===== config.mk =====
export PLATFORM = sky130hd
export DESIGN_NAME = dss_debug_sequencer_status
export DESIGN_NICKNAME = d
export VERILOG_FILES = /design/src/dss_pkg.sv /design/src/dss_debug_sequencer_status.sv
export SDC_FILE = /design/constraint.sdc
export NUM_CORES = 1
export LEC_CHECK = 0
export BUFFER_PORTS_ARGS = -buffer_cell sky130_fd_sc_hd__buf_2
export CORE_MARGIN = 8
export CORE_UTILIZATION = 36
export CTS_BUF_LIST = sky130_fd_sc_hd__clkbuf_8
export DETAILED_ROUTE_END_ITERATION = 10
export GPL_TIMING_DRIVEN = 0
export PLACE_DENSITY_LB_ADDON = 0.25
export SYNTH_ARGS = -nofsm -noshare
export SYNTH_HDL_FRONTEND = slang
export SYNTH_SLANG_ARGS = --single-unit

===== constraint.sdc =====
create_clock -name clk_in -period 2.2 [get_ports clk_in]
set_clock_uncertainty 0.2 [all_clocks]
set_input_delay 0.22 -clock clk_in [delete_from_list [all_inputs] [get_ports clk_in]]
set_output_delay 0.22 -clock clk_in [all_outputs]
set_load 0.02 [all_outputs]

===== src/dss_pkg.sv =====
package dss_pkg;
  // Register word offsets on the plain register port
  localparam logic [3:0] ADDR_STATUS = 4'h0;
  localparam logic [3:0] ADDR_CONTROL = 4'h1;
  localparam logic [3:0] ADDR_COUNT = 4'h2;
  localparam logic [3:0] ADDR_IRQ_STATUS = 4'h3;
  localparam logic [3:0] ADDR_IRQ_CLEAR = 4'h4;
  localparam logic [3:0] ADDR_IRQ_ENABLE = 4'h5;
  // Field positions
  localparam int FULL_BIT = 7;
  localparam int ARM_BIT = 7;
  localparam int IRQ_FULL_BIT = 0;
  localparam int IRQ_END_BIT = 1;
  localparam int IRQ_STATE_BIT = 2;
  // Buffer geometry, the zero read word and the interrupt width
  localparam logic [6:0] TRACE_LINES = 7'h40;
  localparam logic [7:0] ZERO8 = 8'h00;
  localparam logic [2:0] IRQ_ZERO = 3'h0;
  localparam int IRQ_W = 3;
  // Counter steps and clears
  localparam logic [6:0] LINES_ONE = 7'h01;
  localparam logic [6:0] LINES_ZERO = 7'h00;
  localparam logic [5:0] COUNT_ONE = 6'h01;
  localparam logic [5:0] COUNT_ZERO = 6'h00;
  // Unused bits of the read words
  localparam logic PAD1 = 1'h0;
  localparam logic [3:0] PAD4 = 4'h0;
  localparam logic [4:0] PAD5 = 5'h00;
  localparam logic [6:0] PAD7 = 7'h00;

  // Sequencer state encoding
  typedef enum logic [2:0] {
    DSS_DISARMED = 3'b000,
    DSS_STATE1 = 3'b001,
    DSS_STATE2 = 3'b010,
    DSS_STATE3 = 3'b011,
    DSS_FINAL = 3'b100
  } dss_state_t;

  // Register bus request
  typedef struct packed {
    logic [3:0] addr;
    logic [7:0] wdata;
    logic wr;
    logic rd;
  } dss_bus_t;

  // Whole module state
  typedef struct packed {
    logic full;
    logic armed;
    dss_state_t state;
    logic [6:0] lines;
    logic [5:0] count;
    logic [2:0] irq_status;
    logic [2:0] irq_enable;
    logic [7:0] rdata;
  } dss_regs_t;
endpackage


===== src/dss_debug_sequencer_status.sv =====
// Strobed register access and the placing of the registers were decided locally.
`timescale 1ns/1ns
// Function
// - Trace-full sets once 64 or more lines were captured since the last arming and the session is still armed on the next edge.
// - While trace-full is set all 64 lines are valid regardless of the line count.
// - Writing one to the arm bit clears trace-full in status bit 7.
// - Only power-on reset and an arm write clear trace-full; the system reset leaves it alone.
// - Trace-full is also bit 7 of the trace line count register.
// - During a session the state field in bits 2-0 follows every new sequencer state.
// - A software disarm keeps the last state reached in the state field.
// - An internal end event returns the sequencer to disarmed and clears the field to 000.
// - Arming enters state one and forces the field to 001.
// - Field codes: 000 disarmed, 001-011 states one to three, 100 final, rest reserved.
module dss_debug_sequencer_status (
  // Clock and resets
  input wire logic clk_in,
  input wire logic resetn_in,
  input wire logic sys_reset_in,
  // Register port
  input wire logic [3:0] addr_in,
  input wire logic [7:0] wdata_in,
  input wire logic wr_in,
  input wire logic rd_in,
  output logic [7:0] rdata_out,
  // Trace and sequencer events
  input wire logic capture_in,
  input wire logic advance_in,
  input wire logic [2:0] next_state_in,
  input wire logic end_event_in,
  // Status and interrupt
  output logic armed_out,
  output logic [2:0] state_out,
  output logic trace_full_out,
  output logic irq_out
);

  // Each field has its own small next-value process below;
  // one assembly process gathers them into the state copy,
  // and one clocked process registers that copy.
  // Trace-full lives in the same state as the rest; only the
  // assembly step treats it apart, for the system reset.
  // Trace-full waits on the line total's register, so it sets one edge after the line total reaches 64 if the session is still armed then.

  // Register request gathered into one carrier
  dss_pkg::dss_bus_t bus;

  // Whole module state
  dss_pkg::dss_regs_t state_r;
  // Next value of the whole state
  dss_pkg::dss_regs_t state_nxt;

  // Write of one to the arm bit
  logic arm_wr;
  // Write of zero to the arm bit
  logic disarm_wr;
  // Write to the interrupt clear word
  logic clear_wr;
  // Write to the interrupt enable word
  logic enable_wr;

  // Internal end event inside a session
  logic end_hit;
  // Accepted move to a new sequencer state
  logic adv_hit;
  // Trace line captured inside a session
  logic capture_hit;

  // Next trace-full value
  logic full_next;
  // Trace-full rising this cycle
  logic full_hit;
  // Next session flag
  logic armed_next;
  // Next state field
  dss_pkg::dss_state_t code_next;
  // Next saturating line total
  logic [6:0] lines_next;
  // Next visible line count
  logic [5:0] count_next;
  // Next interrupt enable word
  logic [dss_pkg::IRQ_W-1:0] enable_next;

  // Interrupt events this cycle
  logic [dss_pkg::IRQ_W-1:0] irq_set;
  // Interrupt bits software clears this cycle
  logic [dss_pkg::IRQ_W-1:0] irq_clr;
  // Next sticky interrupt status
  logic [dss_pkg::IRQ_W-1:0] irq_next;

  // Word selected by the read address
  logic [7:0] rd_word;
  // Read data for the next cycle
  logic [7:0] rdata_next;

  // Valid target codes; reserved codes are never entered
  function automatic logic dss_valid(input logic [2:0] code);
    dss_valid = (code <= dss_pkg::DSS_FINAL);
  endfunction

  // One write strobe landing on one register word
  function automatic logic dss_wr_hit(input dss_pkg::dss_bus_t req,
                                      input logic [3:0] where);
    dss_wr_hit = req.wr && (req.addr == where);
  endfunction

  // Read multiplexer; unmapped and write-only words read zero
  function automatic logic [7:0] dss_read(input dss_pkg::dss_regs_t regs,
                                          input logic [3:0] where);
    case (where)
      // Trace-full over the state field
      dss_pkg::ADDR_STATUS: begin
        dss_read = {regs.full, dss_pkg::PAD4, regs.state};
      end
      // Session flag in the arm position
      dss_pkg::ADDR_CONTROL: begin
        dss_read = {regs.armed, dss_pkg::PAD7};
      end
      // Trace-full doubles as the count's top bit
      dss_pkg::ADDR_COUNT: begin
        dss_read = {regs.full, dss_pkg::PAD1, regs.count};
      end
      // Sticky interrupt bits
      dss_pkg::ADDR_IRQ_STATUS: begin
        dss_read = {dss_pkg::PAD5, regs.irq_status};
      end
      // Enable bits read back as written
      dss_pkg::ADDR_IRQ_ENABLE: begin
        dss_read = {dss_pkg::PAD5, regs.irq_enable};
      end
      // Clear word and holes read zero
      default: begin
        dss_read = dss_pkg::ZERO8;
      end
    endcase
  endfunction

  // Pins taken as synchronous, so no input flops and no added latency
  assign bus = '{addr: addr_in, wdata: wdata_in, wr: wr_in, rd: rd_in};

  // Control word: bit 7 high arms, low disarms
  assign arm_wr = dss_wr_hit(bus, dss_pkg::ADDR_CONTROL) && bus.wdata[dss_pkg::ARM_BIT];
  assign disarm_wr = dss_wr_hit(bus, dss_pkg::ADDR_CONTROL) && !bus.wdata[dss_pkg::ARM_BIT];

  // Interrupt clear and enable words
  assign clear_wr = dss_wr_hit(bus, dss_pkg::ADDR_IRQ_CLEAR);
  assign enable_wr = dss_wr_hit(bus, dss_pkg::ADDR_IRQ_ENABLE);

  // Status, count and irq status have no write path at all,
  // so a stray write there cannot disturb them

  // Captures only count inside a session;
  // a capture while disarmed is simply dropped
  assign capture_hit = state_r.armed && capture_in;

  // End event wins over an advance in the same cycle,
  // so the field reads 000 even if an advance was pending
  assign end_hit = state_r.armed && end_event_in;

  // Advance ignored for code 000, reserved codes or the same state;
  // which state comes next is the comparator logic's choice,
  // and a jump straight to the final state is legal
  assign adv_hit = state_r.armed && advance_in && !end_event_in &&
                   dss_valid(next_state_in) &&
                   (next_state_in != dss_pkg::DSS_DISARMED) &&
                   (next_state_in != state_r.state);

  // Trace-full: sticky between arming and a full buffer
  always_comb begin
    full_next = state_r.full;
    // Arm wins over a same-cycle set: a new session starts empty
    if (arm_wr) begin
      full_next = 1'h0;
    end else if (state_r.armed && (state_r.lines >= dss_pkg::TRACE_LINES)) begin
      // Sets only while armed; the line total stops moving once disarmed
      full_next = 1'h1;
    end
  end

  // Rising full raises its interrupt event
  assign full_hit = full_next && !state_r.full;

  // Session flag; a re-arm while armed simply restarts
  always_comb begin
    armed_next = state_r.armed;
    if (end_hit || disarm_wr) begin
      armed_next = 1'h0;
    end
    // Arm last, so an arm beside an end event still arms
    if (arm_wr) begin
      armed_next = 1'h1;
    end
  end

  // State field; a software disarm leaves it where it was
  always_comb begin
    code_next = state_r.state;
    // End before advance; arm overrides both
    if (end_hit) begin
      code_next = dss_pkg::DSS_DISARMED;
    end else if (adv_hit) begin
      code_next = dss_pkg::dss_state_t'(next_state_in);
    end
    if (arm_wr) begin
      code_next = dss_pkg::DSS_STATE1;
    end
  end

  // Line total saturates at the buffer depth so it cannot wrap to zero
  always_comb begin
    lines_next = state_r.lines;
    // The depth check keeps further captures from pushing past the top
    if (capture_hit && (state_r.lines < dss_pkg::TRACE_LINES)) begin
      lines_next = state_r.lines + dss_pkg::LINES_ONE;
    end
    // Arm clears last, so a capture in the arm cycle is not counted
    if (arm_wr) begin
      lines_next = dss_pkg::LINES_ZERO;
    end
  end

  // Visible count wraps; trace-full tells software that it did.
  // Software wanting the true total must read trace-full too.
  always_comb begin
    count_next = state_r.count;
    if (capture_hit) begin
      count_next = state_r.count + dss_pkg::COUNT_ONE;
    end
    // Same arm priority as the line total
    if (arm_wr) begin
      count_next = dss_pkg::COUNT_ZERO;
    end
  end

  // Interrupt events in their status positions
  always_comb begin
    // Start from no event
    irq_set = dss_pkg::IRQ_ZERO;
    irq_set[dss_pkg::IRQ_FULL_BIT] = full_hit;
    irq_set[dss_pkg::IRQ_END_BIT] = end_hit;
    irq_set[dss_pkg::IRQ_STATE_BIT] = adv_hit;
  end

  // Write-one-to-clear mask
  assign irq_clr = clear_wr ? bus.wdata[dss_pkg::IRQ_W-1:0] : dss_pkg::IRQ_ZERO;

  // Per-bit sticky status; a set in the clear cycle wins so no event is lost.
  // Kept bit-wise so a new event source is one more position.
  genvar gi;
  generate
    for (gi = 0; gi < dss_pkg::IRQ_W; gi++) begin : g_irq
      assign irq_next[gi] = irq_set[gi] | (state_r.irq_status[gi] & ~irq_clr[gi]);
    end
  endgenerate

  // Enable word written whole
  always_comb begin
    enable_next = state_r.irq_enable;
    // Enable bits are not touched by arming
    if (enable_wr) begin
      enable_next = bus.wdata[dss_pkg::IRQ_W-1:0];
    end
  end

  // Read data stand only in the cycle after the strobe, zero otherwise
  assign rd_word = dss_read(state_r, bus.addr);
  assign rdata_next = bus.rd ? rd_word : dss_pkg::ZERO8;

  // Next state assembled from the field processes
  always_comb begin
    state_nxt = state_r;
    state_nxt.full = full_next;
    state_nxt.armed = armed_next;
    state_nxt.state = code_next;
    state_nxt.lines = lines_next;
    state_nxt.count = count_next;
    state_nxt.irq_status = irq_next;
    state_nxt.irq_enable = enable_next;
    state_nxt.rdata = rdata_next;
    // A system reset zeroes all but trace-full, so a full buffer survives it
    if (sys_reset_in) begin
      state_nxt = '0;
      state_nxt.full = state_r.full;
    end
  end

  // Power-on reset is the only asynchronous clear of the whole state
  always_ff @(posedge clk_in or negedge resetn_in) begin
    if (!resetn_in) begin
      state_r <= '0;
    end else begin
      state_r <= state_nxt;
    end
  end

  // Outputs straight from the state flops
  assign rdata_out = state_r.rdata;
  assign armed_out = state_r.armed;
  assign state_out = state_r.state;
  assign trace_full_out = state_r.full;

  // Level interrupt from enabled sticky bits;
  // combinational from flops, so it drops the edge after a clear
  assign irq_out = |(state_r.irq_status & state_r.irq_enable);

endmodule


==> qor_table.md <==
| Stage | Metric | Reported |
|:---|:---|:---|
| clocking | Clk pin slew, worst setup/hold paths | 0.07 ns |
| drt | Sum of routed wire length over all layers | 3560 um |
| timing | Hold Vio Cnt, Final | 0 |
| worst setup path | Startpoint class of the critical path | flip-flop |
| floorplan | Standard-cell rows | 25 |
| power and ir drop | Switching portion of total power | 0.237 |
| floorplan | Number of primary I/O pins | 37 |
| worst hold path | Worst min-delay path class | in2reg |
| global route | Number of global-route vias before repair | 1291 |
| floorplan | Initial core utilization | 0.365 |
| timing | Final worst path period share | 0.771 |
| timing | Headroom to the max-slew limit | 0.542 |
| worst setup path | Highest cell delay on the worst timing path | 0.40 ns |
| synth | Fraction of registers with async set or reset after synthesis | 1.00 |
| global route | First-pass GRT wire length | 6060 um |
| worst setup path | Worst Path Arrival | 1.28 ns |
| timing | Total negative setup slack | 0 ns |
| worst setup path | Max FO, Critical Path | 3 |
| timing | Count of endpoints failing setup in the final report | 0 |
| clocking | Clk_lat worst skew | 0.28 ns |
| clocking | # clock sinks | 31 |
| synth | Total standard cell area after synthesis | 1680 um^2 |
| clocking | TritonCTS clock tree | done |
| clocking | CTS H-Tree Depth | 2 |
| timing | Final-layout worst hold slack | 0.00675 ns |
| finish | Fraction of layout instances using a drive strength above 1 | 0.288 |
| synth | Synthesis Warnings | 0 |
| drt | Via Count | 1266 |
| worst setup path | Critical path cell sequence | a222oi_1, inv_1, buf_2 |
| drt | Detail-routed net length per standard cell | 13.6 um |
| timing | Fmax | 0.589 GHz |
| clocking | Buffers from clock root to sink, at most | 2 |
| place | Gpl congestion | 0.762 |
| synth | Number of nets in the synthesized netlist | 192 |
| global route | Overflow after GRT | 0 |
| worst setup path | Kind of critical path | reg2out |
| power and ir drop | Portion of total power attributed to combinational logic | 0.079 |
| synth | Post-synthesis instance total | 167 |
| finish | Final std cells w/o fill | 262 |
| finish | Most common cell after layout, fill and taps aside | buf_2 |
| finish | Number of antenna diodes | 0 |
| finish | Utilization of the core after routing | 0.442 |
| power and ir drop | Leak pwr | 0.000989 uW |
| synth | Predominant post-synthesis flop cell | dfrtp_1 |
| finish | Total number of nets in the final design | 232 |
| global route | Maximum number of pins on one net before global-route repair | 32 |
| floorplan | Overall die area | 7110 um^2 |
| clocking | Post-cts repair resize count | 0 |
| finish | Final design area excluding fillers | 2030 um^2 |
| worst setup path | Critical path buffer and inverter count | 2 |
| place | Port-buffer cells | 30 |
| timing | Pins Over Slew Limit | 0 |
| synth | Post-synthesis area per instance | 10.1 um^2 |
| synth | Synth cell types | 42 |
| floorplan | Height of the die | 84.3 um |
| clocking | Inserted Clock Buffers | 5 |
| place | Placed instance count | 251 |
| worst setup path | Crit. End Element | output pin |
| timing | Min cycle time layout | 1.70 ns |
| finish | Area growth syn-to-layout | 20.9% |
| worst setup path | Family of cells with the greatest summed delay on the critical path | flip-flops |
| worst setup path | Required time of the critical path | 1.78 ns |
| place | Placed cell areas | 1900 um^2 |
| run | Max Cap Viol | 0 |
| timing | Slew at the pin closest to its max-slew limit | 0.687 ns |
| drt | Iteration-0 DRC count of the detailed router | 82 |
| floorplan | Core ar. | 4600 um^2 |
| power and ir drop | Pwr Density | 578 nW/um^2 |
| synth | Number of enable flip-flop cells after synthesis | 0 |
| global route | Antenna violations before repair | 0 |
| drt | Final antenna-violating net count | 0 |
| synth | Seq/Total Area, Yosys | 0.462 |
| drt | Number of iterations in the first detailed-routing pass | 4 |
| power and ir drop | Part of the total power dissipated in sequential elements | 0.492 |
| power and ir drop | Clock group share of total power | 0.429 |
| global route | Total routing resource utilization after global routing | 0.103 |
| status | Status | finished, final reports clean |
| worst setup path | Slowest stage cell, crit path | dfrtp_1 |
| drt | Number of vias per cell after detailed routing | 4.83 |
| place | Half-perimeter wire length after placement | 2630 um |
| floorplan | Die Span X | 84.3 um |
| synth | Seq cells post-synth | 31 |
| drt | DRC viols | 0 |
| power and ir drop | VDD IR max | 0.282 mV |
| finish | Top library cells by usage in the layout, fill and taps aside | 32 x buf_2, 31 x dfrtp_1, 21 x nor2_1 |
| power and ir drop | Psw | 278 uW |
| power and ir drop | Internal power consumption | 896 uW |
| timing | RSZ-0062 raised after global routing | no |
| clocking | CTS root buffer | clkbuf_8 |
## per-layer routing
metal,global-route usage,share of wire,vias up
li1,-,-,640
met1,0.139,0.51,593
met2,0.150,0.43,28
met3,0.0358,0.046,5
met4,0.0283,0.0084,0
met5,0,0,-
## cell usage after synthesis (all sizes together), types with 2 or more instances
library cell  instances  area [um^2]
a21oi                 4         20.0
a22oi                 5         37.5
and2                  7         43.8
and2b                 2         15.0
buf                  15          111
clkbuf                2         8.75
dfrtp                31          776
ha                    2         25.0
mux2i                10          100
nand2                11         41.3
nand2b                4         27.5
nand3                 6         30.0
nand3b                2         15.0
nand4                 2         12.5
nand4b                2         23.8
nor2                 21         78.8
nor2b                 4         27.5
nor3                  4         20.0
nor3b                 2         15.0
o21ai                 2         10.0
o22ai                 3         18.8
xnor2                 8         70.1
xor2                  5         43.8
## power by group through the flow
stage	sequential (uW)	clock (uW)	combinational (uW)
final	578	503	92.5
after global routing	578	540	103
after CTS	578	519	93.9
after detailed placement	589	0	89.5
after global placement	589	0	89.4
after floorplan	590	0	41.5
## worst paths after layout
kind / slack [ns] / from / to / cells after the start
worst min-delay path: 0.007 / wdata_in[0] / state_r[8] / 3
worst min register to register: 0.30 / state_r[19] / rdata_out[5] / 1
max in group asynchronous: 1.04 / resetn_in / rdata_out[2] / 2
min in group asynchronous: 0.31 / resetn_in / state_r[13] / 2
worst max register to register: 0.61 / armed_out / state_out[1] / 5
worst max-delay path: 0.50 / state_r[10] / irq_out / 3
## final cells by class
type / instances / area [um^2]
inverters: 1 / 3.75
fillers: 468 / 2570
flip-flops and latches: 31 / 776
multi-input cells: 118 / 781
clock inverters: 1 / 7.51
plain buffers: 17 / 120
repair buffers: 33 / 180
clock buffers: 7 / 96.3
well taps: 54 / 67.6
## sequential cells by signal (all words and copies together) (netlist names)
register and flops:
armed_out 1, rdata_out 7, state_out 3, state_r 19
trace_full_out 1
## tightest hold or removal path: stages
cell and delay (ns):
buf_2 0.09, mux2i_1 0.06, nor2_1 0.08
## cells by family (layout without fill, tap and decap cells)
kind of cell               count (synthesis)  count (layout)  synth area share
DFF                                       31              31             0.462
AOI/OAI and AO/OA                         18              18            0.0715
and+or+nand+nor                           74              74             0.249
buffers and inverters                     18              59            0.0737
adders and majority gates                  2               2            0.0149
muxes                                     10              10            0.0596
other                                      1               1           0.00223
xor gates and xnor gates                  13              13            0.0678
## per-stage QoR
stage	total power (uW)	worst slack (ns)
final	1170	0.504
after global routing	1220	0.417
after CTS	1190	0.501
after detailed placement	678	0.611
after global placement	678	0.614
after floorplan	632	0.675
## repair_timing
| action | 4_1_cts | 5_1_grt |
|---|---|---|
| setup buffers | 0 | 0 |
| hold buffers | 3 | 0 |
| endpoints found under the setup margin | 0 | 0 |
| endpoints found under the hold margin | 33 | 0 |
Note: power is estimated with default switching activity, not from simulation.
